$ cat src/atg_pkg.sv
// ****************************************************************
// Constants of the angle tick generator.
// ****************************************************************
package atg_pkg;

	// Tick period register layout.
	localparam int PERIOD_W  = 24;
	localparam int WHOLE_W   = 15;
	localparam int WHOLE_LSB = 9;
	localparam int WHOLE_MSB = 23;
	localparam int FRAC_W    = 9;
	localparam int FRAC_MSB  = 8;
	localparam logic [PERIOD_W-1:0] PERIOD_RESET = 24'h000000;

	// Prescaler width and the reload used for a whole part of zero.
	localparam int PRESC_W = 16;
	localparam logic [PRESC_W-1:0] PRESC_ZERO_RELOAD = 16'h7fff;
	localparam logic [PRESC_W-1:0] PRESC_ONE         = 16'h0001;

	// High-rate prescaler: a tick every eight system clocks.
	localparam int HR_W = 3;
	localparam logic [HR_W-1:0] HR_RELOAD = 3'h7;

	// Ticks-per-tooth field and angle time base widths.
	localparam int TICKS_W = 10;
	localparam int BASE_W  = 24;
	localparam logic [TICKS_W-1:0] TICKS_ONE = 10'h001;
	localparam logic [BASE_W-1:0]  BASE_ONE  = 24'h000001;

	// Angle counter modes, Gray coded away from normal.
	typedef enum logic [1:0] {
		ATG_NORMAL = 2'b00,
		ATG_HIGH   = 2'b01,
		ATG_HALT   = 2'b10
	} atg_mode_t;

endpackage

$ cat src/atg_frac_if.sv
`timescale 1ns/1ps
`default_nettype none
// ****************************************************************
// Link between the prescaler and the fraction accumulator.
// ****************************************************************
interface atg_frac_if;
	import atg_pkg::*;

	logic                accumulate;
	logic [FRAC_W-1:0]   fraction;
	logic                carry;

	// The prescaler side issues accumulate pulses and takes the carry.
	modport prescaler (
		output accumulate,
		output fraction,
		input  carry
	);

	// The accumulator side adds the fraction and reports overflow.
	modport accum (
		input  accumulate,
		input  fraction,
		output carry
	);

endinterface
`default_nettype wire

$ cat src/atg_angle_tick_generator.sv
`timescale 1ns/1ps
`default_nettype none
// How it works
// [RULE1] Tick period register: 15-bit whole part 23..9, 9-bit fraction 8..0.
// [RULE2] Prescaler loads whole minus one; zero whole means 32768 clocks.
// [RULE3] Prescaler counts base-one clocks; at zero ticks, accumulates, reloads.
// [RULE4] Fraction adds into 9-bit accumulator; carry stalls prescaler one clock.
// [RULE5] A new period takes effect only after the next tick.
// [RULE6] High-rate: tick every eight clocks, no accumulate, stall ignored.
// [RULE7] Entering high-rate reloads eight clocks before the first tick.
// [RULE8] High-rate keeps clock/8; latest period used when normal resumes.
// [RULE9] Count reaching ticks before a tooth holds until the real tooth.
// [RULE10] Early tooth: count at clock/8 to tooth end, advance, go normal.
// [RULE11] Angle values are never skipped; every value appears in order.
// [RULE12] Angle time base counts on across teeth, optional reset at end.
// [RULE13] Estimated tooth raised when tick count reaches ticks per tooth.
// [RULE14] Modes normal, halt, high-rate change automatically on tooth timing.
// [RULE15] Software picks dummy-tooth or long-period handling of missing teeth; the code has no such select, a missing tooth just halts the count.
// [RULE16] Microcode computes whole and fraction and writes them as one word.
// [RULE17] Ticks-per-tooth is 10 bits; a tooth holds that value plus one.
// [RULE18] Ticks-per-tooth is sampled when high-rate begins and used throughout.
// [RULE19] Physical teeth during high-rate are discarded.
// [RULE20] Each angle tick is a one-cycle pulse on the system clock.
// [RULE21] Reset clears prescaler, accumulator, high-rate; no tick before a write.
module atg_angle_tick_generator (
	input  wire logic                           clock_in,
	input  wire logic                           resetn_in,
	input  wire logic                           time_base_one_in,
	input  wire logic                           period_wr_in,
	input  wire logic [atg_pkg::PERIOD_W-1:0]   period_wdata_in,
	input  wire logic [atg_pkg::TICKS_W-1:0]    ticks_per_tooth_in,
	input  wire logic                           physical_tooth_in,
	input  wire logic                           tooth_end_reset_in,
	output logic [atg_pkg::PERIOD_W-1:0]        period_rdata_out,
	output logic                                angle_tick_out,
	output logic                                estimated_tooth_out,
	output logic                                tooth_advance_out,
	output logic                                high_rate_out,
	output logic                                halt_out,
	output logic [atg_pkg::TICKS_W-1:0]         tick_count_out,
	output logic [atg_pkg::BASE_W-1:0]          angle_time_base_out
);
	import atg_pkg::*;

	// ************************************************************
	// Declarations.
	// ************************************************************

	atg_frac_if frac ();

	// Tick period register and its written flag.
	logic [PERIOD_W-1:0] period_q;
	logic [PERIOD_W-1:0] period_d;
	logic                valid_q;
	logic                valid_d;

	// Prescaler state.
	logic [PRESC_W-1:0]  presc_q;
	logic [PRESC_W-1:0]  presc_d;
	logic                loaded_q;
	logic                loaded_d;
	logic                stall_q;
	logic                stall_d;
	logic [HR_W-1:0]     hr_cnt_q;
	logic [HR_W-1:0]     hr_cnt_d;
	logic [PRESC_W-1:0]  reload;
	logic [WHOLE_W-1:0]  whole;
	logic                tick;
	logic                accumulate;
	logic                stall_use;

	// Mode and counting state.
	atg_mode_t           mode_q;
	atg_mode_t           mode_d;
	logic [TICKS_W-1:0]  cnt_q;
	logic [TICKS_W-1:0]  cnt_d;
	logic [TICKS_W-1:0]  hr_ticks_q;
	logic [TICKS_W-1:0]  hr_ticks_d;
	logic [BASE_W-1:0]   base_q;
	logic [BASE_W-1:0]   base_d;
	logic                tick_q;
	logic                est_q;
	logic                est_d;
	logic                adv_q;
	logic                adv_d;
	logic                hr_enter;
	logic                hr_leave;
	logic                high_q;
	logic                high_d;
	logic                halt_q;
	logic                halt_d;

	// ************************************************************
	// Tick period register.
	// ************************************************************

	// Stores a write whole; the read port returns what was written.
	always_comb
	begin
		period_d = period_q;
		valid_d  = valid_q;
		if (period_wr_in)
		begin
			period_d = period_wdata_in; // RULE1
			valid_d  = 1'b1;
		end
	end

	// Whole part of the stored period and its prescaler reload value.
	assign whole  = period_q[WHOLE_MSB:WHOLE_LSB]; // RULE1
	assign reload = (whole == '0) ? PRESC_ZERO_RELOAD // RULE2
		: ({1'b0, whole} - PRESC_ONE);            // RULE2

	// Fraction field goes straight to the accumulator.
	assign frac.fraction   = period_q[FRAC_MSB:0]; // RULE1
	assign frac.accumulate = accumulate;

	// ************************************************************
	// Prescaler.
	// ************************************************************

	// A pending stall is only consumed by a base-one clock in normal or halt mode.
	assign stall_use = stall_q && time_base_one_in && (mode_q != ATG_HIGH);

	// Counts down in normal and halt modes, by eight in high-rate mode.
	always_comb
	begin
		presc_d    = presc_q;
		loaded_d   = loaded_q;
		hr_cnt_d   = hr_cnt_q;
		tick       = 1'b0;
		accumulate = 1'b0;
		// A carry that arrives while a stall is used is kept.
		stall_d    = (stall_q && !stall_use) || frac.carry; // RULE4
		if (mode_q == ATG_HIGH)
		begin
			// Fixed internal reload; no fraction, stall ignored.
			if (hr_cnt_q == '0)
			begin
				tick     = 1'b1;      // RULE6
				hr_cnt_d = HR_RELOAD; // RULE6
			end
			else
			begin
				hr_cnt_d = hr_cnt_q - 3'h1;
			end
			// Latest period is loaded only as normal resumes.
			if (hr_leave)
			begin
				presc_d = reload; // RULE8
			end
		end
		else if (!loaded_q)
		begin
			// No tick is produced until a period has been written.
			if (valid_q)
			begin
				presc_d  = reload; // RULE21
				loaded_d = 1'b1;
			end
		end
		else if (time_base_one_in && !stall_q)
		begin
			if (presc_q == '0)
			begin
				tick       = 1'b1;   // RULE3
				accumulate = 1'b1;   // RULE3
				presc_d    = reload; // RULE5
			end
			else
			begin
				presc_d = presc_q - PRESC_ONE; // RULE3
			end
		end
		// Entering high-rate mode arms a full eight-clock period.
		if (hr_enter)
		begin
			hr_cnt_d = HR_RELOAD; // RULE7
		end
	end

	// ************************************************************
	// Mode control and angle counting.
	// ************************************************************

	// Mode changes follow physical teeth against estimated teeth.
	always_comb
	begin
		mode_d     = mode_q;
		cnt_d      = cnt_q;
		hr_ticks_d = hr_ticks_q;
		base_d     = base_q;
		est_d      = 1'b0;
		adv_d      = 1'b0;
		hr_enter   = 1'b0;
		hr_leave   = 1'b0;
		unique case (mode_q)
			ATG_NORMAL:
			begin
				if (tick && (cnt_q == ticks_per_tooth_in))
				begin
					est_d = 1'b1; // RULE13
					if (physical_tooth_in)
					begin
						// Tooth on time: advance and stay normal.
						adv_d = 1'b1;
						cnt_d = '0;
						base_d = tooth_end_reset_in ? '0 // RULE12
							: base_q + BASE_ONE;         // RULE12
					end
					else
					begin
						mode_d = ATG_HALT; // RULE9
					end
				end
				else if (physical_tooth_in && valid_q) // RULE21
				begin
					// Early tooth: catch up at the high rate.
					mode_d     = ATG_HIGH;           // RULE14
					hr_ticks_d = ticks_per_tooth_in; // RULE18
					hr_enter   = 1'b1;               // RULE7
				end
				else if (tick)
				begin
					cnt_d  = cnt_q + TICKS_ONE; // RULE11
					base_d = base_q + BASE_ONE; // RULE12
				end
			end
			ATG_HALT:
			begin
				// Count held; ticks are dropped until the tooth comes.
				if (physical_tooth_in)
				begin
					mode_d = ATG_NORMAL; // RULE9
					adv_d  = 1'b1;
					cnt_d  = '0;         // RULE17
					base_d = tooth_end_reset_in ? '0 // RULE12
						: base_q + BASE_ONE;         // RULE12
				end
			end
			ATG_HIGH:
			begin
				// Physical teeth are not looked at in this mode.
				if (tick) // RULE19
				begin
					if (cnt_q == hr_ticks_q)
					begin
						est_d    = 1'b1;       // RULE13
						adv_d    = 1'b1;       // RULE10
						mode_d   = ATG_NORMAL; // RULE10
						hr_leave = 1'b1;       // RULE8
						cnt_d    = '0;
						base_d   = tooth_end_reset_in ? '0 // RULE12
							: base_q + BASE_ONE;           // RULE12
					end
					else
					begin
						cnt_d  = cnt_q + TICKS_ONE; // RULE11
						base_d = base_q + BASE_ONE; // RULE11
					end
				end
			end
		endcase
		// Mode flags for the outputs follow the next mode.
		high_d = (mode_d == ATG_HIGH);
		halt_d = (mode_d == ATG_HALT);
	end

	// ************************************************************
	// State registers.
	// ************************************************************

	// Registers all state; reset clears prescaler and high-rate mode.
	always_ff @(posedge clock_in)
	begin
		if (!resetn_in)
		begin
			period_q   <= PERIOD_RESET;
			valid_q    <= 1'b0;       // RULE21
			presc_q    <= '0;         // RULE21
			loaded_q   <= 1'b0;
			stall_q    <= 1'b0;
			hr_cnt_q   <= HR_RELOAD;
			mode_q     <= ATG_NORMAL; // RULE21
			cnt_q      <= '0;
			hr_ticks_q <= '0;
			base_q     <= '0;
			tick_q     <= 1'b0;
			est_q      <= 1'b0;
			adv_q      <= 1'b0;
			high_q     <= 1'b0;
			halt_q     <= 1'b0;
		end
		else
		begin
			period_q   <= period_d;
			valid_q    <= valid_d;
			presc_q    <= presc_d;
			loaded_q   <= loaded_d;
			stall_q    <= stall_d;
			hr_cnt_q   <= hr_cnt_d;
			mode_q     <= mode_d;
			cnt_q      <= cnt_d;
			hr_ticks_q <= hr_ticks_d;
			base_q     <= base_d;
			tick_q     <= tick;  // RULE20
			est_q      <= est_d;
			adv_q      <= adv_d;
			high_q     <= high_d;
			halt_q     <= halt_d;
		end
	end

	// ************************************************************
	// Fraction accumulator and outputs.
	// ************************************************************

	// Accumulates the fraction and reports overflow as a stall.
	atg_frac_acc u_frac_acc (
		.clock_in  (clock_in),
		.resetn_in (resetn_in),
		.frac      (frac)
	);

	// All outputs come straight from flip-flops.
	assign period_rdata_out    = period_q;
	assign angle_tick_out      = tick_q;
	assign estimated_tooth_out = est_q;
	assign tooth_advance_out   = adv_q;
	assign high_rate_out       = high_q;
	assign halt_out            = halt_q;
	assign tick_count_out      = cnt_q;
	assign angle_time_base_out = base_q;

endmodule // atg_angle_tick_generator
`default_nettype wire

$ cat src/atg_frac_acc.sv
`timescale 1ns/1ps
`default_nettype none
// ****************************************************************
// Nine-bit fraction accumulator.
// ****************************************************************
module atg_frac_acc (
	input  wire logic   clock_in,
	input  wire logic   resetn_in,
	atg_frac_if.accum   frac
);
	import atg_pkg::*;

	logic [FRAC_W-1:0] acc_q;
	logic [FRAC_W-1:0] acc_d;
	logic              carry_q;
	logic              carry_d;
	logic [FRAC_W:0]   sum;

	// Adds the fraction on each accumulate pulse; carry is one cycle.
	always_comb
	begin
		sum     = {1'b0, acc_q} + {1'b0, frac.fraction};
		acc_d   = acc_q;
		carry_d = 1'b0;
		if (frac.accumulate)
		begin
			acc_d   = sum[FRAC_W-1:0]; // RULE4
			carry_d = sum[FRAC_W];     // RULE4
		end
	end

	// Registers the accumulator, cleared by reset.
	always_ff @(posedge clock_in)
	begin
		if (!resetn_in)
		begin
			acc_q   <= '0; // RULE21
			carry_q <= 1'b0;
		end
		else
		begin
			acc_q   <= acc_d;
			carry_q <= carry_d;
		end
	end

	assign frac.carry = carry_q;

endmodule // atg_frac_acc
`default_nettype wire

$ cat config.mk
export PLATFORM = sky130hd
export DESIGN_NAME = atg_angle_tick_generator
export DESIGN_NICKNAME = d
export VERILOG_FILES = /design/src/atg_pkg.sv /design/src/atg_frac_if.sv /design/src/atg_angle_tick_generator.sv /design/src/atg_frac_acc.sv
export SDC_FILE = /design/constraint.sdc
export NUM_CORES = 1
export LEC_CHECK = 0
export BUFFER_PORTS_ARGS = -buffer_cell sky130_fd_sc_hd__buf_4
export CAP_MARGIN = 30
export CORE_ASPECT_RATIO = 0.6
export CORE_MARGIN = 5
export CORE_UTILIZATION = 58
export CTS_CLUSTER_SIZE = 8
export DETAILED_ROUTE_END_ITERATION = 7
export PLACE_DENSITY = 0.82
export SKIP_LAST_GASP = 1
export SYNTH_ARGS = -nofsm -noshare
export SYNTH_HDL_FRONTEND = slang
export SYNTH_HIERARCHICAL = 1
export SYNTH_SLANG_ARGS = --single-unit
$ cat constraint.sdc
create_clock -name clock_in -period 2.8 [get_ports clock_in]
set_input_delay 0.42 -clock clock_in [delete_from_list [all_inputs] [get_ports clock_in]]
set_output_delay 0.42 -clock clock_in [all_outputs]
set_load 0.01 [all_outputs]
* Yosys cells after proc, flatten, opt, wreduce, memory -nomap -nowiden
Index checks and enable logic that the tools add are counted.
Word-level totals: bits in registers 107, input bits 40, output and inout bits 63, logic and storage cells 105
Operators by class: add/sub/neg operators 6, equal/unequal tests 12, muxes and demuxes 49, bitwise operators 2, reductions and logical operators 19
Operators with widths (number):
- two-way mux 24 bit | 7
- two-way mux 16 bit | 7
- case mux 24 bit (3 select lines) | 1
- two-way mux 10 bit | 6
- case mux 10 bit (3 select lines) | 1
- adder 24 x 1 -> 24 bit (second input constant) | 1
- == test 10 bit | 2
- two-way mux 1 bit | 17
- zero test 16 bit | 1
- subtractor 15 x 1 -> 16 bit (second input constant) | 1
- subtractor 16 x 1 -> 16 bit (second input constant) | 1
- zero test 15 bit | 1
- two-way mux 2 bit | 6
- adder 10 x 1 -> 10 bit (second input constant) | 1
- adder 9 x 9 -> 10 bit | 1
- AND reduction 3 bit | 3
- logical AND 1 bit | 6
- inequality test 3 bit (second input constant) | 2
- case mux 2 bit (3 select lines) | 1
- == test 2 x 1 -> 1 bit (second input constant) | 2
- == test 2 bit (second input constant) | 2
- inequality test 2 bit (second input constant) | 2
- zero test 3 bit | 1
- two-way mux 3 bit | 1
- 12 further kinds | 14

* Logic depth before layout (Yosys ltp)
Gate-level depths: netlist (run 1).
depth after elaboration 9, gate-level depth with buffers 11, depth with buffers taken out 9

* Modules after synthesis
Netlist (run 1), hierarchy kept.
Modules (own cells, without submodules):
- atg_angle_tick_generator | instances 1, cells each 775, area an instance 6120.9 um^2, seq. area each 1941.9 um^2
- atg_frac_acc | instances 1, cells each 86, area an instance 742.0 um^2, seq. area each 200.2 um^2

* Worst setup path before layout (run 1)
OpenSTA, ideal clock, no wires.
kind reg2reg, from register period_q[15], in the netlist period_rdata_out[15], to register presc_q[4], setup time 0.070 ns, data arrival time 2.228 ns, data required time 2.730 ns, path slack 0.502 ns, cell stages (with the launch flop) 8, path buffers 1, clock period less this slack 2.298 ns, cells stage by stage dfxtp_1 > or4_4 > or4_4 > nor3_4 > a31oi_2 > buf_6 > a221o_1 > a21oi_1
On the way: longest elaborated chain between the ends 6, elaborated cells between the ends (all ways) 8, those cells by class mux: 7; reduce/logical: 1
RTL lines:
- from (decl) | RTL line atg_angle_tick_generator.sv:52 | logic [PERIOD_W-1:0] period_q;
- from (signal assigned) | RTL line atg_angle_tick_generator.sv:296 | period_q <= period_d;
- zero test 15 bit * | RTL line atg_angle_tick_generator.sv:111 | assign reload = (whole == '0) ? PRESC_ZERO_RELOAD
- two-way mux 16 bit * | RTL line atg_angle_tick_generator.sv:111
- two-way mux 16 bit | RTL line atg_angle_tick_generator.sv:164 | if (presc_q == '0)
- two-way mux 16 bit | RTL line atg_angle_tick_generator.sv:162 | else if (time_base_one_in && !stall_q)
- two-way mux 16 bit | RTL line atg_angle_tick_generator.sv:153 | else if (!loaded_q)
- two-way mux 16 bit * | RTL line atg_angle_tick_generator.sv:135 | if (mode_q == ATG_HIGH)
- to (signal assigned) | RTL line atg_angle_tick_generator.sv:298 | presc_q <= presc_d;
- to (decl) | RTL line atg_angle_tick_generator.sv:58 | logic [PRESC_W-1:0] presc_q;
Mark *: on every way between the ends. The rest lies on a longest branch, timed or not. The select of a mux whose other input is x is not followed. A chain may end at the register's enable or synchronous reset.

* Final worst setup path (run 1)
from register presc_q[0], to register base_q[4], in the netlist angle_time_base_out[4]
On the way: longest elaborated chain between the ends 8, elaborated cells between the ends (all ways) 12, those cells by class eq/ne: 3; mux: 6; reduce/logical: 3
RTL lines:
- zero test 16 bit * | RTL line atg_angle_tick_generator.sv:164
- two-way mux 1 bit * | RTL line atg_angle_tick_generator.sv:164
- two-way mux 1 bit * | RTL line atg_angle_tick_generator.sv:162
- two-way mux 1 bit * | RTL line atg_angle_tick_generator.sv:153
- two-way mux 1 bit * | RTL line atg_angle_tick_generator.sv:135
- logical AND 1 bit | RTL line atg_angle_tick_generator.sv:200 | if (tick && (cnt_q == ticks_per_tooth_in))
- inequality test 3 bit (no source line) or two-way mux 24 bit (tied branches)
- AND reduction 3 bit (no source line) or case mux 24 bit (3 select lines) (tied branches)
- to (signal assigned) | RTL line atg_angle_tick_generator.sv:305 | base_q <= base_d;
- to (decl) | RTL line atg_angle_tick_generator.sv:79 | logic [BASE_W-1:0] base_q;
Mark *: on every way between the ends. The rest lies on a longest branch, timed or not.

==> qor.txt, run 1 <==
CTS H-Tree Depth = 3
hold path depth = 3
max_slew headroom = 55.06%
RR Startpoint = presc_q[0]$_SDFFE_PN0P_
R2R depth = 11
most common cell in the netlist = dfxtp_1
HP Class = input pin to flip-flop
post-synth top area share = 31.21%
Synth Flop Type = dfxtp_1
total number of vias = 7194
Synth Instances = 861
worst skew pair latency = 0.36 ns
met2 usage = 40.37%
Top Ports = 103
share of layout cells above drive strength 1 = 21.47%
VDD IR max = 0.4290 mV
worst-margin pin slew = 0.6741 ns
placed insts = 1113
clock share of power = 33.3%
M3 GR Usage = 6.606%
synth top area cells = dfxtp_1, mux2i_1, nor2_1, a21oi_1, ha_1
Worst Min Path Start = period_wdata_in[4]
Synth warnings = 6
placed inst area = 7986 um^2
routed len/inst = 18.61 um
Post-synth EDFFs = 0
# rows = 30
Yosys reg bits = 107
antenna cell count = 0
FF-to-FF setup slack = 0.16 ns
total negative slack = 0 ns
Syn Nets = 922
Fmax = 378.3 MHz
fin crit share = 94.42%
leakage = 3.425 nW
grt ovf = 0
Max Cap Violations = 0
Final GP Congestion = 0.9495
Layout Cells excl Fill = 1129
hold_ws = 0.2944 ns
Final Core Density = 73.06%
sequential group share of total power = 39.5%
CP Max Fanout = 7
most frequent cells after synthesis = dfxtp_1, nor2_1, nand2_1
clock-pin transition on the worst setup and hold timing paths = 0.08 ns
async set or reset register ratio after synthesis = 0%
initial antenna violation count = 0
Post-DRT Antenna Nets = 0
Tmin final = 2.644 ns
die area = 14180 um^2
root buffer cell = clkbuf_16
post-CTS setup buffer count = 0
DR vias/cell = 6.372
Syn Area/Cell = 7.971 um^2
met1 usage = 45.77%
sw frac = 32.80%
final WL = 21.01 mm
Hold EP = period_rdata_out[4]$_SDFFE_PN0P_
Final Hold Viols = 0
Power Internal = 2.935 mW
Worst EP arrival = 2.91 ns
busiest grt layer = met1
Pwr Density = 522.2 nW/um^2
Worst setup SP type = flip-flop
fin area = 8364 um^2
sequential area share after synthesis = 31.21%
area leader, netlist = dfxtp_1
combinational power share = 27.2%
RSZ-0062 raised after global routing = false
crit-path max cell delay = 0.41 ns
multi-input logic area = 4415 um^2
Post-route DRC = 0
TritonCTS buffer count = 9
clock buffer depth = 2
HPWL Detailed = 15.16 mm
iteration-0 DRC count of the detailed router = 867
Die Y = 94.26 um
Yosys cell types = 81
area added between synthesis and finish = 21.88%
fill count = 888
Critical Path Sink Type = flip-flop
Port Buffer Count = 102
Setup Viol. Count Final = 0
DR pass1 iterations = 5
chip width = 150.4 um
Worst EP required = 3.07 ns
post-CTS sizing = 0
vias in the first global route = 6384
clock skew = 0.006150 ns
clk sinks = 107
Initial Util = 59.95%
CTS Hold Bufs = 0
P_sw = 1.433 mW
GRT Total Usage = 29.47%
first-pass GRT wire length = 33.88 mm
Worst path slowest cell = o31a_1
Reg-to-Reg End = angle_time_base_out[4]$_SDFFE_PN0P_
Core ar. = 11450 um^2
Crit Path Class = flip-flop to flip-flop
layout net count = 1025
register area = 2142 um^2
largest net degree at the start of global routing = 52
crit path cell chain = inv_1 > ha_1 > nor3b_2 > nand4_2 > o21a_1 > buf_4 > o31a_1 > buf_4 > nor2_1 > nor2_1 > o311ai_1
Cell Area, Synth = 6863 um^2
outcome = complete, no violations
CTS tree = yes
Final Slew Violations = 0
-- through the flow --
step	worst slack [ns]	power, mW
floorplan	0.5019	2.475
global placement	0.2217	2.865
detailed placement	0.1595	2.892
CTS	0.05567	4.339
global route	0.02648	4.553
finish	0.1563	4.368
-- logic make-up after synthesis --
kind of cell / after synthesis / share of synthesized area [%]
and+or+nand+nor: 324 / 24.01
AOI/OAI and AO/OA: 244 / 24.72
DFF: 107 / 31.21
buffers and inverters: 84 / 5.014
muxes: 41 / 5.998
xor gates and xnor gates: 40 / 5.105
adders and majority gates: 21 / 3.938
-- routing by layer --
layer | vias up | part of all wire (%) | routed length (um)
met1 | 3358 | 46 | 9744
met5 | - | 0 | 0
li1 | 3388 | - | -
met4 | 0 | 1.5 | 319
met3 | 35 | 11 | 2387
met2 | 413 | 41 | 8561
-- layout by cell type (no fill, tap or decap), drive strengths merged, types with 9 or more instances in the layout --
cell,n
a31oi,16
buf,152
xnor2,24
nand2,62
nor4,13
ha,20
o211ai,11
nand3,43
nor2b,11
dfxtp,107
mux2i,40
and2,10
a21o,10
nor3,27
and3,13
nand4,12
nor2,98
xor2,16
inv,25
a21oi,60
clkbuf,9
o221a,9
o21ai,53
-- layout make-up --
| type | instances | share of cell area [%] |
|---|---|---|
| clock buffers | 9 | 2.693 |
| inverters | 24 | 1.077 |
| clock inverters | 7 | 1.451 |
| well taps | 160 | 2.393 |
| multi-input cells | 670 | 52.79 |
| repair buffers | 152 | 13.99 |
| flip-flops and latches | 107 | 25.61 |
-- registers in the layout, indices dropped and copies added (netlist names) --
| register | cells |
|---|---|
| high_rate_out | 1 |
| halt_out | 1 |
| loaded_q | 1 |
| tooth_advance_out | 1 |
| mode_q | 2 |
| period_rdata_out | 24 |
| valid_q | 1 |
| u_frac_acc/frac.carry | 1 |
| hr_cnt_q | 3 |
| u_frac_acc/acc_q | 9 |
| estimated_tooth_out | 1 |
| angle_tick_out | 1 |
| angle_time_base_out | 24 |
| hr_ticks_q | 10 |
| stall_q | 1 |
| presc_q | 16 |
| tick_count_out | 10 |
-- how the worst max path moves through the flow --
| stage | from | end | depth (start not counted) | slack [ns] |
|---|---|---|---|---|
| floorplan | period_rdata_out[15]$_SDFFE_PN0P_ | presc_q[4]$_SDFFE_PN0P_ | 7 | 0.50 |
| global placement | ticks_per_tooth_in[8] | angle_time_base_out[20]$_SDFFE_PN0P_ | 9 | 0.22 |
| detailed placement | presc_q[0]$_SDFFE_PN0P_ | angle_time_base_out[22]$_SDFFE_PN0P_ | 10 | 0.16 |
| CTS | presc_q[0]$_SDFFE_PN0P_ | tick_count_out[5]$_SDFFE_PN0P_ | 10 | 0.06 |
| global route | presc_q[0]$_SDFFE_PN0P_ | angle_time_base_out[23]$_SDFFE_PN0P_ | 10 | 0.03 |
| finish | presc_q[0]$_SDFFE_PN0P_ | angle_time_base_out[4]$_SDFFE_PN0P_ | 11 | 0.16 |
-- worst max-delay path: cells and delay by family, from the launching register on --
kind / cells / cell delay [ns]
fa+ha+maj: 1 / 0.19
compound gates: 3 / 0.98
flops: 1 / 0.35
simple gates: 4 / 0.53
buf+inv: 3 / 0.51
-- power groups by stage --
| stage | clock, mW | sequential [mW] | combinational, mW |
|---|---|---|---|
| 2_1_floorplan | 0 | 1.75 | 0.726 |
| 4_1_cts | 1.47 | 1.72 | 1.15 |
| 3_3_place_gp | 0 | 1.75 | 1.11 |
| 3_5_place_dp | 0 | 1.75 | 1.14 |
| 6_report | 1.45 | 1.73 | 1.19 |
| 5_1_grt | 1.54 | 1.74 | 1.28 |
Power figures use the tool's default switching activity.
==> run 2, diff against run 1 <==
CELL_PAD_IN_SITES_DETAIL_PLACEMENT = 2   (was default)
CELL_PAD_IN_SITES_GLOBAL_PLACEMENT = 2   (was default)
CORE_UTILIZATION = 34   (was 58)
SLEW_MARGIN = 20   (was default)
TNS_END_PERCENT = 100   (was default)
==> run 2 against run 1 <==
Against the previous run:
- wire length up 40%
- critical path depth is 3 lower
- cell count grew 11%
- fmax decreased by 3.3%
- sequential share of layout area shrank 0.63 points
==> qor.txt, run 2 (synthesis gave the netlist of run 1 again) <==
final WL = 29.36 mm
die area = 23220 um^2
Final Slew Violations = 0
clock-pin transition on the worst setup and hold timing paths = 0.08 ns
post-CTS setup buffer count = 0
met1 usage = 36.80%
max_slew headroom = 53.35%
iteration-0 DRC count of the detailed router = 412
Core ar. = 19920 um^2
total number of vias = 7390
Critical Path End = angle_time_base_out[22]$_SDFFE_PN0P_
Initial Util = 34.45%
HPWL Detailed = 21.94 mm
most frequent cells in the layout = buf_4, dfxtp_1, nor2_1
Post-DRT Antenna Nets = 0
CTS H-Tree Depth = 3
busiest grt layer = met2
Fmax = 365.7 MHz
FF-to-FF setup slack = 0.07 ns
chip width = 193.4 um
TritonCTS buffer count = 9
share of layout cells above drive strength 1 = 22.94%
worst skew pair latency = 0.37 ns
Port Buffer Count = 102
largest net degree at the start of global routing = 52
Critical Path Sink Type = flip-flop
GRT Total Usage = 24.85%
routed len/inst = 23.34 um
worst-margin pin slew = 0.6945 ns
Post-route DRC = 0
fin crit share = 97.65%
VDD IR max = 0.2696 mV
grt ovf = 0
DR pass1 iterations = 5
HP Class = input pin to flip-flop
total chip power = 4.448 mW
leakage = 3.480 nW
hold_ws = 0.2923 ns
initial antenna violation count = 0
clk sinks = 107
origin of the worst setup path = tick_count_out[4]$_SDFFE_PN0P_
R2R depth = 8
RR Startpoint = tick_count_out[4]$_SDFFE_PN0P_
Die Y = 120.1 um
M3 GR Usage = 4.321%
met2 usage = 38.31%
Pwr Density = 518.1 nW/um^2
hold path depth = 3
layout net count = 1041
Top Ports = 103
most common cell after layout, fill and taps aside = buf_4
Final GP Congestion = 0.8479
Worst setup SP type = flip-flop
DR vias/cell = 5.874
Final Hold Viols = 0
Reg-to-Reg End = angle_time_base_out[22]$_SDFFE_PN0P_
Setup Viol. Count Final = 0
clock skew = 0.01277 ns
clock buffer depth = 2
root buffer cell = clkbuf_16
RSZ-0062 raised after global routing = true
Worst EP arrival = 3.00 ns
antenna cell count = 0
Tmin final = 2.734 ns
Worst EP required = 3.06 ns
first-pass GRT wire length = 46.37 mm
Max Cap Violations = 0
total negative slack = 0 ns
vias in the first global route = 7859
area added between synthesis and finish = 25.10%
CTS tree = yes
# rows = 40
CP Max Fanout = 9
Crit Path Class = flip-flop to flip-flop
outcome = complete, no violations
-- run 2: cell types whose count changed in the layout (fill, tap and decap cells not counted), sizes merged --
cell,change
clkinv,-2
clkinvlp,+1
bufinv,-1
buf,+16
clkbuf,+2
-- run 2: worst min path at each step --
stage | startpoint | end | slack [ns]
2_1_floorplan | u_frac_acc/frac.carry$_SDFF_PN0_ | stall_q$_SDFF_PN0_ | 0.41
3_3_place_gp | u_frac_acc/frac.carry$_SDFF_PN0_ | stall_q$_SDFF_PN0_ | 0.45
3_5_place_dp | presc_q[11]$_SDFFE_PN0P_ | presc_q[11]$_SDFFE_PN0P_ | 0.49
4_1_cts | period_wdata_in[2] | period_rdata_out[2]$_SDFFE_PN0P_ | 0.28
5_1_grt | period_wdata_in[2] | period_rdata_out[2]$_SDFFE_PN0P_ | 0.28
6_report | period_wdata_in[2] | period_rdata_out[2]$_SDFFE_PN0P_ | 0.29
-- run 2: metal layers --
layer,wire length [um],vias up
met4,210,0
met2,12980,181
met1,14820,3782
met3,1357,18
met5,0,-
li1,-,3409
-- run 2: repair_timing --
item | 4_1_cts | 5_1_grt
hold buffers | 0 | 0
setup endpoints to repair | 0 | 21
resized for setup | 0 | 9
-- run 2: cell type report --
type,instances,area [um^2]
clock buffer,11,252.7
clock inverter,5,66.31
fill,2296,11330
inverter,24,90.09
multi-input combinational,670,4404
sequential,107,2145
tap,273,341.6
timing repair buffer,168,1286
-- run 2: critical path, stage by stage, from the launching register on --
cell and delay [ns]:
dfxtp_1 0.48, xnor2_1 0.17, nand4_1 0.19, or3_1 0.49
buf_4 0.22, or3_1 0.50, o21ai_1 0.20, a221oi_1 0.10
o221a_2 0.26
-- run 2: stage by stage --
stage               cell area (um^2)  worst slack (ns)  cells  utilization (%)
finish                          8586           0.06569   1258            43.10
global route                    8586          -0.03263   1258            43.10
CTS                             8563           0.02508   1258            42.99
detailed placement              8244           0.05782   1242            41.39
global placement                8244            0.1227   1242            41.39
floorplan                       6863            0.5019    861                -
-- run 2: report_power, final --
| group | switching [mW] | internal, mW | leakage (nW) |
|---|---|---|---|
| sequential | 0.119 | 1.61 | 0.874 |
| combinational | 0.770 | 0.525 | 2.45 |
| clock | 0.667 | 0.756 | 0.154 |
